`config.mk`:
```
export PLATFORM = sky130hd
export DESIGN_NAME = smc_supply_monitor_control_regs
export DESIGN_NICKNAME = d
export VERILOG_FILES = /design/src/smc_supply_monitor_control_regs.v
export VERILOG_INCLUDE_DIRS = /design/src /design/src/src
export SDC_FILE = /design/constraint.sdc
export NUM_CORES = 1
export LEC_CHECK = 0
export ABC_AREA = 1
export ABC_CLOCK_PERIOD_IN_PS = 1830
export CORE_UTILIZATION = 55
export CTS_BUF_LIST = sky130_fd_sc_hd__clkbuf_4
export CTS_CLUSTER_SIZE = 8
export DETAILED_ROUTE_END_ITERATION = 10
export DONT_BUFFER_PORTS = 1
export HOLD_SLACK_MARGIN = 0.05
export PLACE_DENSITY = 0.8
export SLEW_MARGIN = 20
export SYNTH_ARGS = -nofsm -noshare
export SYNTH_HDL_FRONTEND = slang
export SYNTH_SLANG_ARGS = --single-unit
```
`constraint.sdc`:
```
create_clock -name pclk -period 1.83 [get_ports pclk]
set_input_delay 0.0915 -clock pclk [delete_from_list [all_inputs] [get_ports pclk]]
set_output_delay 0.0915 -clock pclk [all_outputs]
set_load 0.01 [all_outputs]
```
`src/smc_consts.vh`:
```
`ifndef SMC_CONSTS_VH
`define SMC_CONSTS_VH
// Register indices; byte address is four times the index.
`define SMC_IDX_MODE 8'h00
`define SMC_IDX_THR 8'h01
`define SMC_IDX_MARGIN 8'h08
`define SMC_IDX_INTCTL 8'h09
`define SMC_IDX_FLAGS 8'h0a
`define SMC_IDX_STATUS 8'h0b
`define SMC_IDX_PROT 8'h10
// Field positions.
`define SMC_RATE_BIT 4
`define SMC_AWAKE_HI 3
`define SMC_AWAKE_LO 2
`define SMC_DORM_HI 1
`define SMC_DORM_LO 0
`define SMC_EDGE_HI 2
`define SMC_EDGE_LO 1
`define SMC_IE_BIT 0
// Reset values.
`define SMC_MARGIN_RST 2'h0
`define SMC_EDGE_RST 2'h0
// Detector modes.
`define SMC_MODE_OFF 2'h0
`define SMC_MODE_CONT 2'h1
`define SMC_MODE_SAMP 2'h2
`define SMC_MODE_HOLD 2'h3
// Warning edges.
`define SMC_EDGE_FALL 2'h0
`define SMC_EDGE_RISE 2'h1
`define SMC_EDGE_BOTH 2'h2
// Unlock key and window.
`define SMC_UNLOCK_KEY 8'hd8
`define SMC_UNLOCK_WINDOW 3'h4
// Sample rates.
`define SMC_CLK_HZ 100000000
`define SMC_FAST_HZ 1000
`define SMC_SLOW_HZ 125
`define SMC_FAST_CYC (`SMC_CLK_HZ / `SMC_FAST_HZ)
`define SMC_SLOW_CYC (`SMC_CLK_HZ / `SMC_SLOW_HZ)
`endif

```
`src/smc_supply_monitor_control_regs.v`:
```
// Local design decision: the APB interface to the registers.
`include "smc_consts.vh"
`timescale 1ns/100ps
`default_nettype none
module smc_supply_monitor_control_regs #(
   parameter FAST_CYC = `SMC_FAST_CYC,
   parameter SLOW_CYC = `SMC_SLOW_CYC
) (
   // Clock and reset
   input wire pclk,
   input wire presetn,
   // APB slave
   input wire psel,
   input wire penable,
   input wire pwrite,
   input wire [31:0] paddr,
   input wire [31:0] pwdata,
   output reg [31:0] prdata,
   output reg pready,
   output reg pslverr,
   // Fuse values, stable during and after reset
   input wire fuse_rate,
   input wire [1:0] fuse_awake,
   input wire [1:0] fuse_dormant,
   input wire [2:0] fuse_level,
   // Power state and CPU instruction retire pulse
   input wire sleep_deep,
   input wire instr_retire,
   // Analog comparator, its controls, wake hold and interrupt
   input wire warn_below_raw,
   output reg detector_enable,
   output reg detector_sampled,
   output reg detector_strobe,
   output reg [2:0] threshold_level_code,
   output reg monitor_enable,
   output reg [1:0] warning_margin_select,
   output reg wake_hold,
   output reg warning_irq
);
   reg below_meta_reg;
   reg below_sync_reg;
   reg below_prev_reg;
   reg fuse_done_reg;
   reg sample_rate_select_reg;
   reg [1:0] awake_mode_reg;
   reg [1:0] dormant_mode_reg;
   reg [1:0] edge_reg;
   reg [1:0] margin_reg;
   reg [2:0] level_reg;
   reg irq_enable_reg;
   reg irq_flag_reg;
   reg status_reg;
   reg [2:0] unlock_cnt_reg;
   reg [2:0] unlock_cnt_next;
   reg [23:0] rate_cnt_reg;
   reg running_reg;
   reg [7:0] rd;

   wire [7:0] idx;
   wire access;
   wire wr;
   wire rd_acc;
   wire [1:0] mode_now;
   wire det_on;
   wire samp;
   wire [23:0] rate_top;
   wire tick;
   wire look;
   wire rise;
   wire fall;
   wire hit;
   wire clr;
   wire key_wr;
   wire mode_wr;

   assign idx = paddr[9:2];
   assign access = psel & penable & ~pready;
   assign wr = access & pwrite;
   assign rd_acc = access & ~pwrite;
   // Awake mode applies whenever the core is not in deep sleep.
   assign mode_now = sleep_deep ? dormant_mode_reg : awake_mode_reg;
   assign det_on = (mode_now != `SMC_MODE_OFF);
   assign samp = (mode_now == `SMC_MODE_SAMP);
   assign rate_top = sample_rate_select_reg ? (SLOW_CYC[23:0] - 24'h1) :
      (FAST_CYC[23:0] - 24'h1);
   assign tick = (rate_cnt_reg == rate_top);
   // Sampled mode looks at the comparator only on a tick.
   assign look = det_on & (~samp | tick);
   // Edges are taken between two looks, so a crossing between ticks is not lost.
   assign rise = below_sync_reg & ~below_prev_reg;
   assign fall = ~below_sync_reg & below_prev_reg;
   // Falling supply means the below signal rises.
   assign hit = look & irq_enable_reg & (
      ((edge_reg == `SMC_EDGE_FALL) & rise) |
      ((edge_reg == `SMC_EDGE_RISE) & fall) |
      ((edge_reg == `SMC_EDGE_BOTH) & (rise | fall)));
   assign clr = wr & (idx == `SMC_IDX_FLAGS) & pwdata[0];
   assign key_wr = wr & (idx == `SMC_IDX_PROT) & (pwdata[7:0] == `SMC_UNLOCK_KEY);
   assign mode_wr = wr & (idx == `SMC_IDX_MODE);

   // Read data for the current index.
   always @*
   begin
      rd = 8'h00;
      case (idx)
         `SMC_IDX_MODE:
            rd = {3'h0, sample_rate_select_reg, awake_mode_reg, dormant_mode_reg};
         `SMC_IDX_THR:
            rd = {5'h00, level_reg};
         `SMC_IDX_MARGIN:
            rd = {6'h00, margin_reg};
         `SMC_IDX_INTCTL:
            rd = {5'h00, edge_reg, irq_enable_reg};
         `SMC_IDX_FLAGS:
            rd = {7'h00, irq_flag_reg};
         `SMC_IDX_STATUS:
            rd = {7'h00, status_reg};
         default:
            rd = 8'h00;
      endcase
   end

   // The window counts retired instructions, not clocks.
   always @*
   begin
      unlock_cnt_next = unlock_cnt_reg;
      if (key_wr)
         unlock_cnt_next = `SMC_UNLOCK_WINDOW;
      else if (mode_wr & (unlock_cnt_reg != 3'h0))
         unlock_cnt_next = 3'h0;
      else if (instr_retire & (unlock_cnt_reg != 3'h0))
         unlock_cnt_next = unlock_cnt_reg - 3'h1;
      else
         unlock_cnt_next = unlock_cnt_reg;
   end

   // The comparator output is asynchronous and passes two flip-flops first.
   always @(posedge pclk or negedge presetn)
   begin
      if (!presetn)
      begin
         below_meta_reg <= 1'b0;
         below_sync_reg <= 1'b0;
         below_prev_reg <= 1'b0;
      end
      else
      begin
         below_meta_reg <= warn_below_raw;
         below_sync_reg <= below_meta_reg;
         if (look)
            below_prev_reg <= below_sync_reg;
      end
   end

   // Fuses are caught on the first edge after release.
   always @(posedge pclk or negedge presetn)
   begin
      if (!presetn)
      begin
         fuse_done_reg <= 1'b0;
         sample_rate_select_reg <= 1'b0;
         awake_mode_reg <= `SMC_MODE_OFF;
         level_reg <= 3'h0;
      end
      else if (!fuse_done_reg)
      begin
         fuse_done_reg <= 1'b1;
         sample_rate_select_reg <= fuse_rate;
         awake_mode_reg <= fuse_awake;
         level_reg <= fuse_level;
      end
   end

   // Sample tick divider.
   always @(posedge pclk or negedge presetn)
   begin
      if (!presetn)
      begin
         rate_cnt_reg <= 24'h0;
      end
      else
      begin
         rate_cnt_reg <= tick ? 24'h0 : (rate_cnt_reg + 24'h1);
      end
   end

   // Every access is answered one cycle after it is seen, never with an error.
   always @(posedge pclk or negedge presetn)
   begin
      if (!presetn)
      begin
         prdata <= 32'h0;
         pready <= 1'b0;
         pslverr <= 1'b0;
      end
      else
      begin
         pready <= access;
         pslverr <= 1'b0;
         if (rd_acc)
            prdata <= {24'h0, rd};
      end
   end

   // Unlock window.
   always @(posedge pclk or negedge presetn)
   begin
      if (!presetn)
      begin
         unlock_cnt_reg <= 3'h0;
      end
      else
      begin
         unlock_cnt_reg <= unlock_cnt_next;
      end
   end

   // Rate and awake fields ignore writes with or without unlock.
   always @(posedge pclk or negedge presetn)
   begin
      if (!presetn)
      begin
         dormant_mode_reg <= `SMC_MODE_OFF;
      end
      else if (!fuse_done_reg)
      begin
         dormant_mode_reg <= fuse_dormant;
      end
      else if (mode_wr & (unlock_cnt_reg != 3'h0))
      begin
         dormant_mode_reg <= pwdata[`SMC_DORM_HI:`SMC_DORM_LO];
      end
   end

   // Warning margin.
   always @(posedge pclk or negedge presetn)
   begin
      if (!presetn)
      begin
         margin_reg <= `SMC_MARGIN_RST;
      end
      else if (wr & (idx == `SMC_IDX_MARGIN))
      begin
         margin_reg <= pwdata[1:0];
      end
   end

   // Edge select and interrupt enable.
   always @(posedge pclk or negedge presetn)
   begin
      if (!presetn)
      begin
         edge_reg <= `SMC_EDGE_RST;
         irq_enable_reg <= 1'b0;
      end
      else if (wr & (idx == `SMC_IDX_INTCTL))
      begin
         edge_reg <= pwdata[`SMC_EDGE_HI:`SMC_EDGE_LO];
         irq_enable_reg <= pwdata[`SMC_IE_BIT];
      end
   end

   // A crossing in the clear cycle wins over the clear.
   always @(posedge pclk or negedge presetn)
   begin
      if (!presetn)
      begin
         irq_flag_reg <= 1'b0;
      end
      else if (hit)
      begin
         irq_flag_reg <= 1'b1;
      end
      else if (clr)
      begin
         irq_flag_reg <= 1'b0;
      end
   end

   // Status is only refreshed while the detector looks.
   always @(posedge pclk or negedge presetn)
   begin
      if (!presetn)
      begin
         status_reg <= 1'b0;
      end
      else if (look)
      begin
         status_reg <= below_sync_reg;
      end
   end

   // Registered outputs to the analog side and the interrupt line.
   always @(posedge pclk or negedge presetn)
   begin
      if (!presetn)
      begin
         running_reg <= 1'b0;
         detector_enable <= 1'b0;
         detector_sampled <= 1'b0;
         detector_strobe <= 1'b0;
         threshold_level_code <= 3'h0;
         monitor_enable <= 1'b0;
         warning_margin_select <= 2'h0;
         wake_hold <= 1'b0;
         warning_irq <= 1'b0;
      end
      else
      begin
         // Hold mode releases once the detector has run one cycle.
         running_reg <= det_on;
         detector_enable <= det_on;
         detector_sampled <= samp;
         detector_strobe <= det_on & samp & tick;
         threshold_level_code <= level_reg;
         monitor_enable <= det_on & irq_enable_reg;
         warning_margin_select <= margin_reg;
         wake_hold <= ~sleep_deep & (awake_mode_reg == `SMC_MODE_HOLD) & ~running_reg;
         warning_irq <= irq_enable_reg & (irq_flag_reg | hit) & ~(clr & ~hit);
      end
   end
endmodule // smc_supply_monitor_control_regs
`default_nettype wire

```
==> qor.yml <==
logic_synthesis:
  netlist.area_leader.share: 0.4504
  netlist_area_mm2: 0.003445
  yosysTopAreaCell: "dfrtp_1"
  async_flop_share: 1.000
  ys_types: 38
  synth_edf_count: 0
  synth_seq_cells: 62
  syn_inst: 427
  ys.flop_type: "dfrtp_1"
  post_synth.cell_area_avg_um2: 8.067
  synth.yosys.seq_area_share: 0.4504
  synth_area_leaders: "dfrtp_1, nand2_1, buf_4"
  ys_warn_count: 0
cts:
  clkLatencyLatePin_ns: 0.39
  cts_root_buf: "clkbuf_4"
  clockBufferDepth: 2
  htree_levels: 3
  clk_pin_slew_ns: 0.10
  cts_tree: "done"
  cts-buffers-inserted: 9
  clkSinkCount: 62
detailed_routing:
  drt-met1-wl_um: 3433
  drt-wirelength-per-cell_um: 14.83
  maxUsedRoutingLayer: "met4"
  vias: 2865
  routed_via_density: 5.267
  dr_wl_met2_um: 4026
  drc: 0
  routed-wl-met3_um: 370
  drt-total-wl_um: 8069
  ant_nets: 0
  drtPass1Iterations: 4
  dr.first_iter.drc_count: 182
hold_path:
  min_to: "edge_reg[1]"
  worstHoldPathType: "input pin to register"
  holdPathStages: 4
  hp-start: "pwrite"
sta:
  fin_skew_ns: 0.008052
  min_period_over_period: 0.9177
  fin_setup_tns_ns: 0
  finalHoldViolations: 0
  rsz0062_at_grt: "no"
  max_freq_mhz: 595.5
  drv_slew: 0
  period_minus_slack_ns: 1.679
  hold_ws_ns: 0.06156
  setup_viol: 0
run:
  timing.max_cap.violations: 0
layout:
  layout_commonest_cell: "nand2_1"
  syn2layout_area_growth_pct: 13.48
  layout_common_cells: "nand2_1, dfrtp_1, inv_1"
  drive_gt1_frac: 0.1343
  fillers: 459
  nets: 549
  antenna-diode-count: 0
  final_area_mm2: 0.003909
  largest_reg_flops: 24
floorplan:
  core_area_mm2: 0.005991
  initial_utilization: 0.5750
  num_rows: 28
  die_w_um: 81.14
  dieHeight_um: 81.14
  io_pins: 125
  dieArea_mm2: 0.006584
critical_path:
  critical_path_class: "register to register"
  rrSetupSlack_ns: 0.15
  arrival_ns: 2.00
  r2r_cells: 9
  critical_path.max_fanout: 7
  critPathCaptureType: "register"
  worst_setup_path_start_kind: "register"
  r2r-start: "rate_cnt_reg[1]"
  r2r_end: "warning_irq"
  crit_required_ns: 2.16
global_route:
  grt_max_degree: 63
  grt_antenna_before_repair: 0
  grt_overflow: 0
  grtUsageTotal: 0.2628
  grt_first_pass_wirelength_um: 12670
  grt_pass1_vias: 2764
power:
  clockPowerShare: 0.361
  leakage_nw: 2.010
  pwr-share-seq: 0.514
  ir_worst_vdd_uv: 688.7
  p_sw_frac: 0.2715
  powerDensity_mw_per_mm2: 751.3
  p_switching_w: 0.0007972
  p_int_w: 0.002139
  combPwrFrac: 0.125
placement:
  place_area_mm2: 0.003428
  place_congestion: 0.9081
  io_buffers: 0
  dp_hpwl_um: 5359
run_status:
  status: "completed"
power by group through the flow:
stage / registers [W] / clock network, W / logic, W
floorplan: 0.00151 / 0 / 0.000277
global placement: 0.00153 / 0 / 0.000259
detailed placement: 0.00154 / 0 / 0.000278
CTS: 0.00151 / 0.00108 / 0.000360
global route: 0.00152 / 0.00113 / 0.000417
finish: 0.00151 / 0.00106 / 0.000367
repair_timing:
action,4_1_cts,5_1_grt
endpoints found under the setup margin,0,7
setup buffers,0,1
hold endpoints to repair,88,1
hold buffers,27,1
resized for setup,0,8
per-stage QoR:
stage	utilization	worst slack, ns	std cells	power (W)
3_3_place_gp	0.5723	0.2319	500	0.001793
2_1_floorplan	-	0.2946	454	0.001791
4_1_cts	0.6464	0.07983	543	0.002945
6_report	0.6525	0.1507	544	0.002937
5_1_grt	0.6525	0.03980	544	0.003068
3_5_place_dp	0.5723	0.1803	500	0.001816
synthesized netlist by cell type, types with 5 or more instances:
cell type,n
xor2_1,6
nand2_1,89
inv_2,6
a21oi_1,17
nand3_1,20
inv_1,56
nor2_1,49
nand4_1,11
nor2_2,6
buf_4,28
nor3_1,10
nand3_2,5
o21ai_0,12
dfrtp_1,62
ha_1,5
nand2_2,6
layout make-up:
cell class	instances	area, um^2	area share
multi-input combinational	299	1568	0.4011
sequential	62	1551	0.3969
timing repair buffer	29	302.8	0.07746
inverter	63	236.5	0.06050
tap	75	93.84	0.02401
clock inverter	7	88.84	0.02273
clock buffer	9	67.56	0.01729
worst max-delay path by stage:
stage / startpoint / end / slack [ns] / cells past startpoint
global placement: rate_cnt_reg[1] / status_reg / 0.23 / 10
floorplan: rate_cnt_reg[0] / rate_cnt_reg[22] / 0.29 / 9
CTS: penable / edge_reg[0] / 0.08 / 9
global route: rate_cnt_reg[1] / status_reg / 0.04 / 10
finish: rate_cnt_reg[1] / warning_irq / 0.15 / 9
detailed placement: rate_cnt_reg[1] / status_reg / 0.18 / 10
cell families (layout without fill, tap and decap cells):
family	count (synthesis)	after routing	share of synthesized area
simple gates	210	210	0.2946
buf+inv	93	108	0.1322
flops	62	62	0.4504
compound gates	43	43	0.06902
xor+xnor	8	8	0.02034
fa+ha+maj	5	5	0.01816
mux	4	4	0.01308
other cells	2	29	0.002180
per-layer routing:
| layer | vias up | GRT usage |
|---|---|---|
| met2 | 107 | 0.4395 |
| met3 | 20 | 0.05730 |
| li1 | 1376 | - |
| met4 | 0 | 0.1179 |
| met5 | - | 0 |
| met1 | 1362 | 0.3253 |
critical path, stage by stage (launching register included):
cell and delay, ns:
dfrtp_1 0.39, ha_1 0.20, nand2_2 0.09, nor2_4 0.17, nand3_2 0.10, nor2_2 0.10, nand3_2 0.19, nand2_2 0.16
nand2_2 0.09, a21oi_2 0.13
No activity file was read; power rests on OpenSTA's default activity.
